===== config.mk =====
export PLATFORM = sky130hd
export DESIGN_NAME = hpi_panel_if
export DESIGN_NICKNAME = d
export VERILOG_FILES = /design/src/rtl/hpi_pkg.sv /design/src/rtl/hpi_tx.sv /design/src/rtl/hpi_panel_if.sv
export SDC_FILE = /design/constraint.sdc
export NUM_CORES = 1
export LEC_CHECK = 0
export ABC_AREA = 1
export ABC_CLOCK_PERIOD_IN_PS = 1850
export BUFFER_PORTS_ARGS = -buffer_cell sky130_fd_sc_hd__clkbuf_2
export CAP_MARGIN = 20
export CELL_PAD_IN_SITES_DETAIL_PLACEMENT = 1
export CELL_PAD_IN_SITES_GLOBAL_PLACEMENT = 2
export CORE_ASPECT_RATIO = 1.4
export CORE_MARGIN = 1
export CORE_UTILIZATION = 32
export CTS_BUF_LIST = sky130_fd_sc_hd__clkbuf_4 sky130_fd_sc_hd__clkbuf_8 sky130_fd_sc_hd__clkbuf_16
export CTS_CLUSTER_SIZE = 40
export DETAILED_ROUTE_END_ITERATION = 8
export PLACE_DENSITY_LB_ADDON = 0.1
export SLEW_MARGIN = 20
export SYNTH_ARGS = -nofsm -noshare
export SYNTH_HDL_FRONTEND = slang
export SYNTH_SLANG_ARGS = --single-unit
export TNS_END_PERCENT = 50

===== constraint.sdc =====
create_clock -name core_clk -period 1.85 [get_ports core_clk]
set_input_delay 0.37 -clock core_clk [delete_from_list [all_inputs] [get_ports core_clk]]
set_output_delay 0.37 -clock core_clk [all_outputs]
set_load 0.005 [all_outputs]

===== src/rtl/hpi_pkg.sv =====
package hpi_pkg;
    // core clock
    localparam int unsigned CLK_NS = 25;
    // start bit hold time and derived cycle counts (least time, rounded up)
    localparam int unsigned START_BIT_NS = 208;
    localparam int unsigned START_CYC = (START_BIT_NS + CLK_NS - 1) / CLK_NS;
    localparam int unsigned BIT_CYC = START_CYC;
    // receive glitch filter length in cycles
    localparam int unsigned RX_FILT_CYC = 3;
    // character layout
    localparam int unsigned CODE_W = 7;
    localparam int unsigned HALF_LO_BITS = 4;
    localparam int unsigned HALF_HI_BITS = 3;
    localparam int unsigned STOP_BITS = 2;
    localparam logic [6:0] RUN_CODE = 7'h41;
    // external register and slot addresses
    localparam logic [15:0] OFS_PANEL_IRQ = 16'h0040;
    localparam logic [15:0] OFS_STEP_SET = 16'h001b;
    localparam logic [15:0] OFS_TX_START = 16'h001e;
    localparam logic [15:0] OFS_STATUS = 16'h0080;
    localparam logic [15:0] OFS_MASK = 16'h0081;
    localparam logic [15:0] OFS_INCODE = 16'h00f6;
    localparam logic [15:0] OFS_STACK_PTR = 16'hfff0;
    localparam logic [15:0] OFS_DATA_SLOT = 16'hfffa;
    localparam logic [15:0] OFS_SAVE_PSW = 16'hfffc;
    localparam logic [15:0] OFS_SAVE_PC = 16'hfffe;
    // vectors and reset values
    localparam logic [15:0] VEC_RTC = 16'h0004;
    localparam logic [15:0] VEC_PANEL = 16'h0006;
    localparam logic [15:0] STACK_INIT = 16'hfff2;
    localparam logic [15:0] STACK_RESET = 16'h0000;
    localparam logic [4:0] MASK_RESET = 5'h00;
    // status word bits
    localparam int unsigned PSW_RUN_BIT = 0;
    localparam int unsigned PSW_STEP_BIT = 1;
    // status buffer bits
    localparam int unsigned ST_RTC = 0;
    localparam int unsigned ST_RX_EDGE = 1;
    localparam int unsigned ST_RX_DONE = 2;
    localparam int unsigned ST_STEP = 3;
    localparam int unsigned ST_TX_DONE = 4;
    localparam int unsigned ST_W = 5;
    // transmit sequencer states
    typedef enum logic [3:0] {
        TX_IDLE = 4'b0001,
        TX_START = 4'b0010,
        TX_DATA = 4'b0100,
        TX_STOP = 4'b1000
    } hpi_tx_state_t;
endpackage : hpi_pkg


===== src/rtl/hpi_tx.sv =====
`timescale 1ns/1ps
module hpi_tx import hpi_pkg::*; #(
    parameter int unsigned START_CYC_P = START_CYC,
    parameter int unsigned BIT_CYC_P = BIT_CYC
) (
    // clock and reset
    input wire logic core_clk,
    input wire logic resetn,
    // character request
    input wire logic txStart,
    input wire logic [CODE_W-1:0] txCode,
    output logic txBusy,
    output logic txDone,
    // line driver, high means space (start bit)
    output logic serialPin
);
    hpi_tx_state_t state_q, state_d;
    logic [7:0] timer_q, timer_d;
    logic [2:0] bitCnt_q, bitCnt_d;
    logic half_q, half_d;
    logic [CODE_W-1:0] shift_q, shift_d;
    logic pin_q, pin_d;
    logic done_q, done_d;
    logic timerZero;

    assign timerZero = (timer_q == 8'h00);

    // sequencer next state
    always_comb begin
        state_d = state_q;
        timer_d = timerZero ? timer_q : timer_q - 8'h01;
        bitCnt_d = bitCnt_q;
        half_d = half_q;
        shift_d = shift_q;
        pin_d = pin_q;
        done_d = 1'b0;
        case (state_q)
            TX_IDLE: begin
                pin_d = 1'b0;
                if (txStart) begin
                    state_d = TX_START;
                    pin_d = 1'b1;
                    shift_d = txCode;
                    timer_d = 8'(START_CYC_P - 1);
                end
            end
            TX_START: begin
                if (timerZero) begin
                    state_d = TX_DATA;
                    half_d = 1'b0;
                    bitCnt_d = 3'(HALF_LO_BITS - 1);
                    timer_d = 8'(BIT_CYC_P - 1);
                    pin_d = ~shift_q[0];
                    shift_d = shift_q >> 1;
                end
            end
            TX_DATA: begin
                if (timerZero) begin
                    timer_d = 8'(BIT_CYC_P - 1);
                    if (bitCnt_q != 3'h0) begin
                        bitCnt_d = bitCnt_q - 3'h1;
                        pin_d = ~shift_q[0];
                        shift_d = shift_q >> 1;
                    end else if (!half_q) begin
                        half_d = 1'b1;
                        bitCnt_d = 3'(HALF_HI_BITS - 1);
                        pin_d = ~shift_q[0];
                        shift_d = shift_q >> 1;
                    end else begin
                        state_d = TX_STOP;
                        bitCnt_d = 3'(STOP_BITS - 1);
                        pin_d = 1'b0;
                    end
                end
            end
            TX_STOP: begin
                pin_d = 1'b0;
                if (timerZero) begin
                    timer_d = 8'(BIT_CYC_P - 1);
                    if (bitCnt_q == 3'h0) begin
                        state_d = TX_IDLE;
                        done_d = 1'b1;
                    end else begin
                        bitCnt_d = bitCnt_q - 3'h1;
                    end
                end
            end
            default: begin
                state_d = TX_IDLE;
                pin_d = 1'b0;
            end
        endcase
    end

    // sequencer registers
    always_ff @(posedge core_clk or negedge resetn) begin
        if (!resetn) begin
            state_q <= TX_IDLE;
            timer_q <= 8'h00;
            bitCnt_q <= 3'h0;
            half_q <= 1'b0;
            shift_q <= '0;
            pin_q <= 1'b0;
            done_q <= 1'b0;
            txBusy <= 1'b0;
        end else begin
            state_q <= state_d;
            timer_q <= timer_d;
            bitCnt_q <= bitCnt_d;
            half_q <= half_d;
            shift_q <= shift_d;
            pin_q <= pin_d;
            done_q <= done_d;
            txBusy <= (state_d != TX_IDLE);
        end
    end

    assign serialPin = pin_q;
    assign txDone = done_q;

    // checks on the line framing
    a_start_hold: assert property (@(posedge core_clk) disable iff (!resetn)
        (txStart && state_q == TX_IDLE) |=> serialPin [*8] ##1 serialPin)
        else $error("start bit not held for the full start time");
    a_idle_rest: assert property (@(posedge core_clk) disable iff (!resetn)
        (state_q == TX_IDLE && !txStart) |=> !serialPin)
        else $error("line not at stop level while idle");
    a_frame_len: assert property (@(posedge core_clk) disable iff (!resetn)
        (txStart && state_q == TX_IDLE) |-> ##91 txDone)
        else $error("character frame length wrong");
    c_frame_done: cover property (@(posedge core_clk) disable iff (!resetn)
        txDone);
endmodule : hpi_tx


===== src/rtl/hpi_panel_if.sv =====
// What this block does
// - real-time-clock falling edge raises level-2 interrupt, vector 0004, when enabled
// - write to 0040 drives panel interrupt low, vector 0006 when enabled
// - write to 001B latches the step flag on the next clock
// - with step flag set, one instruction completes, next fetch traps
// - step trap saves status word with run cleared, step set; sends PC
// - filtered inverted message leading edge raises firmware interrupt; 0080 reads status
// - received message data stored in data slot before completion is flagged
// - lock level sampled only after power-on and after power failure
// - characters framed start 1, inverted data LSB first, two stop 0 bits
// - write to 001E begins the start bit, pin driven high
// - start bit held 9 cycles (225 ns, at least 208 ns) before data bits follow
// - low data half-character, then upper half, then two stop bits
// - every transmission loads the stack pointer with FFF2
// - entering run mode sends the run code to the panel
`timescale 1ns/1ps
module hpi_panel_if import hpi_pkg::*; (
    // clock and reset
    input wire logic core_clk,
    input wire logic resetn,
    // register port
    input wire logic [15:0] regAddr,
    input wire logic [15:0] regWdata,
    input wire logic regWr,
    input wire logic regRd,
    output logic [15:0] regRdata,
    // processor side
    input wire logic global_irq_enable,
    input wire logic higherInService,
    input wire logic instrEnd,
    input wire logic fetch_phase_n,
    input wire logic runMode,
    input wire logic powerFail,
    input wire logic [15:0] pswIn,
    input wire logic [15:0] pcIn,
    output logic level2_irq_n,
    output logic panel_irq_n,
    output logic vectorTake,
    output logic [15:0] vectorAddr,
    output logic stepFlag,
    output logic step_flag_n,
    output logic step_trap_n,
    output logic firmware_irq,
    // panel side
    input wire logic rtc_enable_in,
    input wire logic realtime_tick_n,
    input wire logic panel_to_cpu_serial,
    input wire logic panelLock,
    output logic cpu_to_panel_serial
);
    // cpu-side state
    logic tickPrev_q, tickPrev_d, rtcPend_q, rtcPend_d, panPend_q, panPend_d;
    logic take_q, take_d, stepFlag_q, stepFlag_d, stepArm_q, stepArm_d;
    logic fetchPrev_q, fetchPrev_d, trapN_q, trapN_d;
    logic [15:0] vec_q, vec_d, savedPsw_q, savedPsw_d, savedPc_q, savedPc_d;
    logic [15:0] stackPtr_q, stackPtr_d, rdata_q, rdata_d;
    logic [ST_W-1:0] status_q, status_d, mask_q, mask_d;
    logic irq_q, irq_d, initDone_q, initDone_d, lock_q, lock_d;
    logic runPrev_q, runPrev_d, runPend_q, runPend_d, pcPend_q, pcPend_d;
    logic [ST_W-1:0] events;
    logic wrHit, rtcFall, fetchRise, fetchFall, txStart, txBusy, txDone;
    logic [CODE_W-1:0] txCode;
    // receive-side state
    logic rxLevel_q, rxLevel_d, rxPrev_q, rxPrev_d, rxBusy_q, rxBusy_d;
    logic [1:0] filtCnt_q, filtCnt_d;
    logic [7:0] rxTimer_q, rxTimer_d;
    logic [2:0] rxBits_q, rxBits_d;
    logic [CODE_W-1:0] rxShift_q, rxShift_d;
    logic rxStore_q, rxStore_d, rxDoneEv_q, rxDoneEv_d;
    logic [15:0] dataSlot_q, dataSlot_d;
    logic rxEdge;

    assign wrHit = regWr;
    assign rtcFall = tickPrev_q && !realtime_tick_n && rtc_enable_in;
    assign fetchRise = !fetchPrev_q && fetch_phase_n;
    assign fetchFall = fetchPrev_q && !fetch_phase_n;
    assign rxEdge = rxPrev_q && !rxLevel_q;

    // transmit request arbitration: software write first, then queued sends
    always_comb begin
        txStart = 1'b0;
        txCode = regWdata[CODE_W-1:0];
        if (wrHit && regAddr == OFS_TX_START && !txBusy) begin
            txStart = 1'b1;
        end else if (!txBusy && pcPend_q) begin
            txStart = 1'b1;
            txCode = savedPc_q[CODE_W-1:0];
        end else if (!txBusy && runPend_q) begin
            txStart = 1'b1;
            txCode = RUN_CODE;
        end
    end

    // sticky event sources for the status buffer
    always_comb begin
        events = '0;
        events[ST_RTC] = rtcFall;
        events[ST_RX_EDGE] = rxEdge;
        events[ST_RX_DONE] = rxDoneEv_q;
        events[ST_STEP] = !trapN_d;
        events[ST_TX_DONE] = txDone;
    end

    // processor-side next values
    always_comb begin
        tickPrev_d = realtime_tick_n;
        fetchPrev_d = fetch_phase_n;
        runPrev_d = runMode;
        rtcPend_d = rtcPend_q || rtcFall;
        panPend_d = panPend_q;
        take_d = 1'b0;
        vec_d = vec_q;
        stepFlag_d = stepFlag_q;
        stepArm_d = stepArm_q;
        trapN_d = 1'b1;
        savedPsw_d = savedPsw_q;
        savedPc_d = savedPc_q;
        stackPtr_d = txStart ? STACK_INIT : stackPtr_q;
        mask_d = mask_q;
        status_d = status_q;
        initDone_d = 1'b1;
        lock_d = lock_q;
        runPend_d = runPend_q || (runMode && !runPrev_q);
        pcPend_d = pcPend_q;
        rdata_d = 16'h0000;
        if (!initDone_q || powerFail) begin
            lock_d = panelLock;
        end
        if (wrHit && regAddr == OFS_PANEL_IRQ) begin
            panPend_d = 1'b1;
        end
        if (wrHit && regAddr == OFS_STEP_SET) begin
            stepFlag_d = 1'b1;
        end
        if (wrHit && regAddr == OFS_MASK) begin
            mask_d = regWdata[ST_W-1:0];
        end
        if (wrHit && regAddr == OFS_STATUS) begin
            status_d = status_q & ~regWdata[ST_W-1:0];
        end
        status_d = status_d | events; // set wins over clear
        // one instruction completes, the following fetch traps
        if (stepFlag_q && !stepArm_q && fetchRise) begin
            stepArm_d = 1'b1;
        end
        if (stepArm_q && fetchFall) begin
            trapN_d = 1'b0;
            stepFlag_d = wrHit && regAddr == OFS_STEP_SET;
            stepArm_d = 1'b0;
            savedPsw_d = pswIn;
            savedPsw_d[PSW_RUN_BIT] = 1'b0;
            savedPsw_d[PSW_STEP_BIT] = 1'b1;
            savedPc_d = pcIn;
            pcPend_d = 1'b1;
        end
        if (txStart) begin
            if (pcPend_q && !(wrHit && regAddr == OFS_TX_START)) begin
                pcPend_d = stepArm_q && fetchFall;
            end else if (runPend_q && !(wrHit && regAddr == OFS_TX_START)) begin
                runPend_d = (runMode && !runPrev_q);
            end
        end
        // vectoring when enabled, idle above and instruction finished
        if (global_irq_enable && !higherInService && instrEnd && !take_q) begin
            if (rtcPend_q) begin
                take_d = 1'b1;
                vec_d = VEC_RTC;
                rtcPend_d = rtcFall;
            end else if (panPend_q) begin
                take_d = 1'b1;
                vec_d = VEC_PANEL;
                panPend_d = wrHit && regAddr == OFS_PANEL_IRQ; // new write wins
            end
        end
        irq_d = |(status_d & mask_d);
        if (regRd) begin
            case (regAddr)
                OFS_STATUS: rdata_d = {{(16-ST_W){1'b0}}, status_q};
                OFS_MASK: rdata_d = {{(16-ST_W){1'b0}}, mask_q};
                OFS_INCODE: rdata_d = {15'h0000, lock_q};
                OFS_STACK_PTR: rdata_d = stackPtr_q;
                OFS_DATA_SLOT: rdata_d = dataSlot_q;
                OFS_SAVE_PSW: rdata_d = savedPsw_q;
                OFS_SAVE_PC: rdata_d = savedPc_q;
                default: rdata_d = 16'h0000;
            endcase
        end
    end

    // processor-side registers
    always_ff @(posedge core_clk or negedge resetn) begin
        if (!resetn) begin
            tickPrev_q <= 1'b1;
            fetchPrev_q <= 1'b1;
            runPrev_q <= 1'b0;
            rtcPend_q <= 1'b0;
            panPend_q <= 1'b0;
            take_q <= 1'b0;
            vec_q <= 16'h0000;
            stepFlag_q <= 1'b0;
            stepArm_q <= 1'b0;
            trapN_q <= 1'b1;
            savedPsw_q <= 16'h0000;
            savedPc_q <= 16'h0000;
            stackPtr_q <= STACK_RESET;
            mask_q <= MASK_RESET;
            status_q <= '0;
            irq_q <= 1'b0;
            initDone_q <= 1'b0;
            lock_q <= 1'b0;
            runPend_q <= 1'b0;
            pcPend_q <= 1'b0;
            rdata_q <= 16'h0000;
        end else begin
            tickPrev_q <= tickPrev_d;
            fetchPrev_q <= fetchPrev_d;
            runPrev_q <= runPrev_d;
            rtcPend_q <= rtcPend_d;
            panPend_q <= panPend_d;
            take_q <= take_d;
            vec_q <= vec_d;
            stepFlag_q <= stepFlag_d;
            stepArm_q <= stepArm_d;
            trapN_q <= trapN_d;
            savedPsw_q <= savedPsw_d;
            savedPc_q <= savedPc_d;
            stackPtr_q <= stackPtr_d;
            mask_q <= mask_d;
            status_q <= status_d;
            irq_q <= irq_d;
            initDone_q <= initDone_d;
            lock_q <= lock_d;
            runPend_q <= runPend_d;
            pcPend_q <= pcPend_d;
            rdata_q <= rdata_d;
        end
    end

    // receive filter, edge detect and character shifter
    always_comb begin
        filtCnt_d = 2'h0;
        rxLevel_d = rxLevel_q;
        rxPrev_d = rxLevel_q;
        rxBusy_d = rxBusy_q;
        rxTimer_d = (rxTimer_q == 8'h00) ? rxTimer_q : rxTimer_q - 8'h01;
        rxBits_d = rxBits_q;
        rxShift_d = rxShift_q;
        rxStore_d = 1'b0;
        rxDoneEv_d = rxStore_q;
        dataSlot_d = dataSlot_q;
        if (!panel_to_cpu_serial != rxLevel_q) begin
            filtCnt_d = filtCnt_q + 2'h1;
            if (filtCnt_q == 2'(RX_FILT_CYC - 1)) begin
                rxLevel_d = !panel_to_cpu_serial;
                filtCnt_d = 2'h0;
            end
        end
        if (rxEdge && !rxBusy_q) begin
            rxBusy_d = 1'b1;
            rxTimer_d = 8'(BIT_CYC + BIT_CYC / 2 - 1);
            rxBits_d = 3'(CODE_W - 1);
        end else if (rxBusy_q && rxTimer_q == 8'h00) begin
            rxShift_d = {rxLevel_q, rxShift_q[CODE_W-1:1]};
            rxTimer_d = 8'(BIT_CYC - 1);
            if (rxBits_q == 3'h0) begin
                rxBusy_d = 1'b0;
                rxStore_d = 1'b1;
            end else begin
                rxBits_d = rxBits_q - 3'h1;
            end
        end
        if (rxStore_q) begin
            dataSlot_d = {{(16-CODE_W){1'b0}}, rxShift_q};
        end
    end

    // receive registers
    always_ff @(posedge core_clk or negedge resetn) begin
        if (!resetn) begin
            filtCnt_q <= 2'h0;
            rxLevel_q <= 1'b1;
            rxPrev_q <= 1'b1;
            rxBusy_q <= 1'b0;
            rxTimer_q <= 8'h00;
            rxBits_q <= 3'h0;
            rxShift_q <= '0;
            rxStore_q <= 1'b0;
            rxDoneEv_q <= 1'b0;
            dataSlot_q <= 16'h0000;
        end else begin
            filtCnt_q <= filtCnt_d;
            rxLevel_q <= rxLevel_d;
            rxPrev_q <= rxPrev_d;
            rxBusy_q <= rxBusy_d;
            rxTimer_q <= rxTimer_d;
            rxBits_q <= rxBits_d;
            rxShift_q <= rxShift_d;
            rxStore_q <= rxStore_d;
            rxDoneEv_q <= rxDoneEv_d;
            dataSlot_q <= dataSlot_d;
        end
    end

    // character transmitter
    hpi_tx #(.START_CYC_P(START_CYC), .BIT_CYC_P(BIT_CYC)) uTx (
        .core_clk(core_clk),
        .resetn(resetn),
        .txStart(txStart),
        .txCode(txCode),
        .txBusy(txBusy),
        .txDone(txDone),
        .serialPin(cpu_to_panel_serial)
    );

    // outputs straight from flip-flops
    assign regRdata = rdata_q;
    assign level2_irq_n = !rtcPend_q;
    assign panel_irq_n = !panPend_q;
    assign vectorTake = take_q;
    assign vectorAddr = vec_q;
    assign stepFlag = stepFlag_q;
    assign step_flag_n = !stepFlag_q;
    assign step_trap_n = trapN_q;
    assign firmware_irq = irq_q;

    // checks on processor-side behaviour
    a_rtc_raise: assert property (@(posedge core_clk) disable iff (!resetn)
        rtcFall |=> !level2_irq_n)
        else $error("tick edge did not raise level-2 request");
    a_rtc_vector: assert property (@(posedge core_clk) disable iff (!resetn)
        (rtcPend_q && global_irq_enable && !higherInService && instrEnd
        && !take_q) |=> vectorTake && vectorAddr == VEC_RTC)
        else $error("level-2 request not vectored to 0004");
    a_panel_line: assert property (@(posedge core_clk) disable iff (!resetn)
        (regWr && regAddr == OFS_PANEL_IRQ) |=> !panel_irq_n)
        else $error("panel interrupt line not driven low");
    a_step_latch: assert property (@(posedge core_clk) disable iff (!resetn)
        (regWr && regAddr == OFS_STEP_SET) |=> stepFlag && !step_flag_n)
        else $error("step flag not latched after write");
    a_step_trap: assert property (@(posedge core_clk) disable iff (!resetn)
        $fell(step_trap_n) |-> $past(stepArm_q) && $past(fetchFall))
        else $error("step trap without a completed instruction");
    a_save_psw: assert property (@(posedge core_clk) disable iff (!resetn)
        !step_trap_n |-> !savedPsw_q[PSW_RUN_BIT] && savedPsw_q[PSW_STEP_BIT]
        && savedPc_q == $past(pcIn))
        else $error("saved status word wrong on step trap");
    a_rx_edge: assert property (@(posedge core_clk) disable iff (!resetn)
        rxEdge |=> status_q[ST_RX_EDGE])
        else $error("message edge not recorded in status");
    a_slot_first: assert property (@(posedge core_clk) disable iff (!resetn)
        rxStore_q |=> dataSlot_q[CODE_W-1:0] == $past(rxShift_q) ##1
        status_q[ST_RX_DONE])
        else $error("data slot not stored before completion");
    a_lock_hold: assert property (@(posedge core_clk) disable iff (!resetn)
        (initDone_q && !powerFail) |=> $stable(lock_q))
        else $error("lock sampled outside power events");
    a_tx_stack: assert property (@(posedge core_clk) disable iff (!resetn)
        txStart |=> stackPtr_q == STACK_INIT)
        else $error("stack pointer not loaded on transmit");
    a_run_send: assert property (@(posedge core_clk) disable iff (!resetn)
        (runMode && !runPrev_q) |-> ##[0:300] (txStart && txCode == RUN_CODE))
        else $error("run code not sent after entering run");
    c_rtc_taken: cover property (@(posedge core_clk) disable iff (!resetn)
        vectorTake && vectorAddr == VEC_RTC);
    c_step_trap: cover property (@(posedge core_clk) disable iff (!resetn)
        !step_trap_n);
    c_rx_char: cover property (@(posedge core_clk) disable iff (!resetn)
        rxDoneEv_q);
endmodule : hpi_panel_if


# Word-level counts from Yosys, hierarchy flattened
# Cells that the tools add are included.
[totals]
reg_bits = 146
inputBits = 78
elab_cells = 227
output_inout_bits = 40
[op_classes]
muxes = 84
eq_ne = 26
n_bitwise = 6
reduce_logical = 67
add_sub_neg = 5
[op_table]
columns = ["cell", "count"]
rows = [
  ["16-bit one-hot mux with 7 select lines", 1],
  ["16-bit == test (second input constant)", 4],
  ["7-bit two-way mux", 8],
  ["16-bit by 8-bit == test with 1-bit output (second input constant)", 3],
  ["16-bit two-way mux", 3],
  ["8-bit two-way mux", 6],
  ["1-bit two-way mux", 40],
  ["16-bit by 5-bit == test with 1-bit output (second input constant)", 2],
  ["4-bit two-way mux", 7],
  ["1-bit logical AND", 24],
  ["3-bit two-way mux", 8],
  ["7-bit one-hot mux with 3 select lines", 1],
  ["16-bit by 7-bit == test with 1-bit output (second input constant)", 1],
  ["1-bit zero test", 16],
  ["8-bit zero test", 2],
  ["4-bit one-hot mux with 4 select lines", 1],
  ["8-bit one-hot mux with 2 select lines", 1],
  ["8-bit by 1-bit subtractor with 8-bit output (second input constant)", 2],
  ["2-bit AND reduction", 6],
  ["2-bit nonzero test", 6],
  ["5-bit bitwise AND", 2],
  ["5-bit two-way mux", 2],
  ["5-bit AND reduction", 2],
  ["3-bit one-hot mux with 3 select lines", 1],
  ["other kinds (25)", 39],
]

# Longest topological paths before layout
[logic_depth]
word_depth = 8
depth_mapped = 13
depth_no_buf = 13

# By module
# From an unflattened synthesis, not the netlist that was laid out.
[hier_totals]
cells_unflattened = 814
area_unflattened_um2 = 6678.9
[modules_own_cells]
columns = ["mod", "area_per_inst_um2", "cells_each", "seq_area_each_um2", "instances"]
rows = [
  ["hpi_panel_if", 5064.9, 600, 2658.8, 1],
  ["hpi_tx", 1614.0, 214, 651.9, 1],
]

# Least setup slack after synthesis
# No wires, ideal clock.
[synth_path]
kind = "reg2reg"
from = "register rxTimer_q[0]"
to = "register rxBits_q[2]"
path_slack_ns = 0.185
synth_period_minus_slack_ns = 1.665
t_arrival_ns = 1.538
path_stages_with_launch = 12
path_buffers = 0
setup_time_ns = 0.127
required_time_ns = 1.723
path_cell_list = "dfrtp_1 inv_1 ha_1 nand3_2 nor2_1 nand3_2 nor2_4 nor2_2 nor2_4 nand2_1 nand2_1 nand3_1"
[synth_via]
elab_chain_cells = 4
[synth_rtl]
columns = ["element", "line", "text"]
rows = [
  ["start, declared", "hpi_panel_if.sv:66", "logic [7:0] rxTimer_q, rxTimer_d;"],
  ["start signal, assigned", "hpi_panel_if.sv:295", "rxTimer_q <= rxTimer_d;"],
  ["8-bit zero test", "hpi_panel_if.sv:262", "end else if (rxBusy_q && rxTimer_q == 8'h00) begin"],
  ["1-bit logical AND", "hpi_panel_if.sv:262", ""],
  ["2-bit nonzero test (no line)", "n/a", ""],
  ["2-bit AND reduction (no line)", "n/a", ""],
  ["end signal, assigned", "hpi_panel_if.sv:296", "rxBits_q <= rxBits_d;"],
  ["end, declared", "hpi_panel_if.sv:67", "logic [2:0] rxBits_q, rxBits_d;"],
]
# No other way between the ends.
# A chain may end at the register's enable or synchronous reset.

# Final worst setup path
[layout_path]
from = "register rxTimer_q[1]"
to = "register rxBits_q[2]"
# The elaborated chain is that of the path after synthesis.

==> impl_metrics.toml <==
[outcome]
status = "finished clean"

[setup_path]
r2r_setup_slack_ps = 150
end_kind = "flip-flop"
worstPathCellList = "inv_1 > ha_2 > nand3_2 > nor2_4 > nand3_4 > nor2_4 > nor2_2 > nor2_4 > nand2_1 > nand2_1 > nand3_1"
startpoint_type = "flip-flop"
cp.required_ps = 2150
worstPathArrival_ps = 2010
slowest_stage = "dfrtp_1"
worst-path-buf-inv = 1
reg2reg_to = "rxBits_q[2]"
critPathKind = "flip-flop to flip-flop"
crit_top_cell = "nor2_4"
r2r-start = "rxTimer_q[1]"
cp_top_family = "simple AND/OR/NAND/NOR gates"
cp_max_fo = 6
critPathMaxStageDelay_ps = 390
rr_worst_depth = 11

[global_routing]
grt_pass1_vias = 6009
grt_max_degree = 41
grt_pass1_wl_um = 29700
grt_use_total = 0.186
grt-ovfl-total = 0
antenna_found_initial = 0

[die]
pin_count = 118
rows = 61
dieHeight_um = 170
die_area_sq_mm = 0.0207
start_util = 0.326
fp.coreArea_sq_mm = 0.0198
die_x_um = 122

[sta]
hold_viol = 0
finClkSkew_ps = 6.68
whs_ps = 38.6
finalCritPeriodShare = 0.920
period_minus_slack_ps = 1700
rsz0062_at_grt = "true"
slew_violations = 0
max_freq_ghz = 0.587
setup_violations = 0

[routing]
dr.pass1.iters = 4
wl_per_cell_um = 14.8
wirelength_um = 17700
drt-initial-drc-count = 198
vias = 5518
vias_per_cell = 4.62
wl_met3_um = 588
met1_length_um = 7240
met2_wirelength_um = 9580
drt.antenna.violating_nets = 0
top_layer_used = "met4"
drc = 0

[yosys]
synth-seq-cells = 132
async_flop_share = 1.00
synthTopCellsByCount = "280 x nand2_1, 126 x dfrtp_1, 87 x inv_1"
synth_top_flop_cell = "dfrtp_1"
synth_edf_count = 0
netlist_area_sq_mm = 0.00644
yosys-top-cells-area = "dfrtp_1 49%, nand2_1 16%, inv_1 5.1%"
synth_top_area_frac = 0.490
ys_types = 48
yosysMostFrequentCell = "nand2_1"
syn_area_per_cell_sq_um = 8.01
yosysWarnings = 0
syn-instance-count = 804
synth_largest_area_cell = "dfrtp_1"
ys_seq_area_frac = 0.514

[clock_tree]
cts_tree = "yes"
ctsHtreeMaxLevel = 4
root_buffer = "clkbuf_16"
cts_sinks = 132
clk_pin_slew_worst_paths_ps = 60
clk_path_buf_depth = 2
clk_latency_ps = 420
numCtsBuffers = 17

[cells_and_area]
fin_cells = 1194
diodes = 0
multi_input_area_sq_mm = 0.00263
syn2layout_area_growth_pct = 24.6
nNetsFinal = 1014
seqCellArea_sq_mm = 0.00331
nFillCells = 2403
finish.utilization = 0.406
drive_gt1_frac = 0.236

[placed_design]
io_buffers = 92
gp_congestion = 0.780
post-dp-hpwl_um = 13600
placed_cells = 1157

[min_path]
whs_endpoint = "tickPrev_q"
holdPathStages = 1
min-delay-start = "realtime_tick_n"
hold_class = "input port to flip-flop"

[power_and_ir_drop]
power_density_mw_per_mm2 = 1370
ir_drop_v = 0.000689
total_leakage_power_uw = 0.00427
finalPower_uw = 11000

[run]
cap_violations = 0
[cells in the final DEF (no fill, tap or decap), types with 10 or more instances in the layout]
master,count
nor2_1,58
clkbuf_2,91
nand3_1,39
buf_4,27
inv_2,18
a21oi_1,13
dfrtp_1,126
conb_1,15
inv_1,86
o21ai_0,36
nand2_1,280
o21ai_1,10
nand4_1,11
clkbuf_16,17
[metal layers]
layer | track usage | up-vias
li1 | - | 2721
met4 | 0.0644 | 0
met3 | 0.0389 | 23
met2 | 0.342 | 85
met1 | 0.209 | 2689
met5 | 0 | -
[per-stage QoR]
step	area, sq um	setup TNS, ps	setup slack, ps
final	8020	0	148
after global routing	8020	-72.6	-48.6
after CTS	7950	0	14.8
after detailed placement	7290	-55.8	-55.8
after global placement	7290	0	4.87
after floorplan	6490	0	185
[final cells by class]
type | instances | share of cell area
clock buffer | 21 | 0.0583
timing repair buffer | 122 | 0.0897
multi-input combinational | 550 | 0.328
tap | 252 | 0.0393
clock inverter | 11 | 0.0218
inverter | 106 | 0.0505
sequential | 132 | 0.413
[registers in the layout (all words and copies together) (netlist names), 2 cells and up]
signal / count
rxBits_q: 3
uTx.timer_q: 8
dataSlot_q: 7
filtCnt_q: 2
uTx.shift_q: 7
uTx.state_q: 4
rxTimer_q: 8
vectorAddr: 2
rxShift_q: 7
savedPsw_q: 15
status_q: 5
mask_q: 5
uTx.bitCnt_q: 3
regRdata: 16
savedPc_q: 16
[logic make-up (layout without fill, tap and decap cells)]
group                      Yosys count  in the layout  share of synthesized area
AOI/OAI and AO/OA                   72             72                     0.0604
muxes                                1              1                    0.00175
adders and majority gates            7              7                     0.0136
DFF                                132            132                      0.514
xor gates and xnor gates             7              7                    0.00952
buffers and inverters              135            260                     0.0927
and+or+nand+nor                    448            448                      0.307
other                                2             15                    0.00117
[how the worst max path moves through the flow]
| stage | to | slack [ps] | startpoint | depth (start not counted) |
|---|---|---|---|---|
| 6_report | rxBits_q[2] | 150 | rxTimer_q[1] | 11 |
| 5_1_grt | uTx.bitCnt_q[2] | -50 | uTx.timer_q[1] | 12 |
| 4_1_cts | uTx.bitCnt_q[2] | 10 | uTx.timer_q[1] | 12 |
| 3_5_place_dp | firmware_irq | -60 | regAddr[13] | 11 |
| 3_3_place_gp | firmware_irq | 5 | regAddr[15] | 11 |
| 2_1_floorplan | rxBits_q[2] | 190 | rxTimer_q[0] | 11 |
[power breakdown]
group / internal, uW / total (uW) / leakage [uW] / switching, uW
sequential: 3750 / 4280 / 0.00167 / 525
clock: 2360 / 3670 / 0.000299 / 1310
combinational: 1140 / 3070 / 0.00230 / 1930
[timing repair]
| item | 4_1_cts | 5_1_grt |
|---|---|---|
| endpoints found under the setup margin | 0 | 23 |
| buffers inserted | 0 | 4 |
| hold buffers | 1 | 0 |
| endpoints found under the hold margin | 37 | 0 |
| resized for setup | 0 | 13 |
Note: power is estimated with default switching activity, not from simulation.
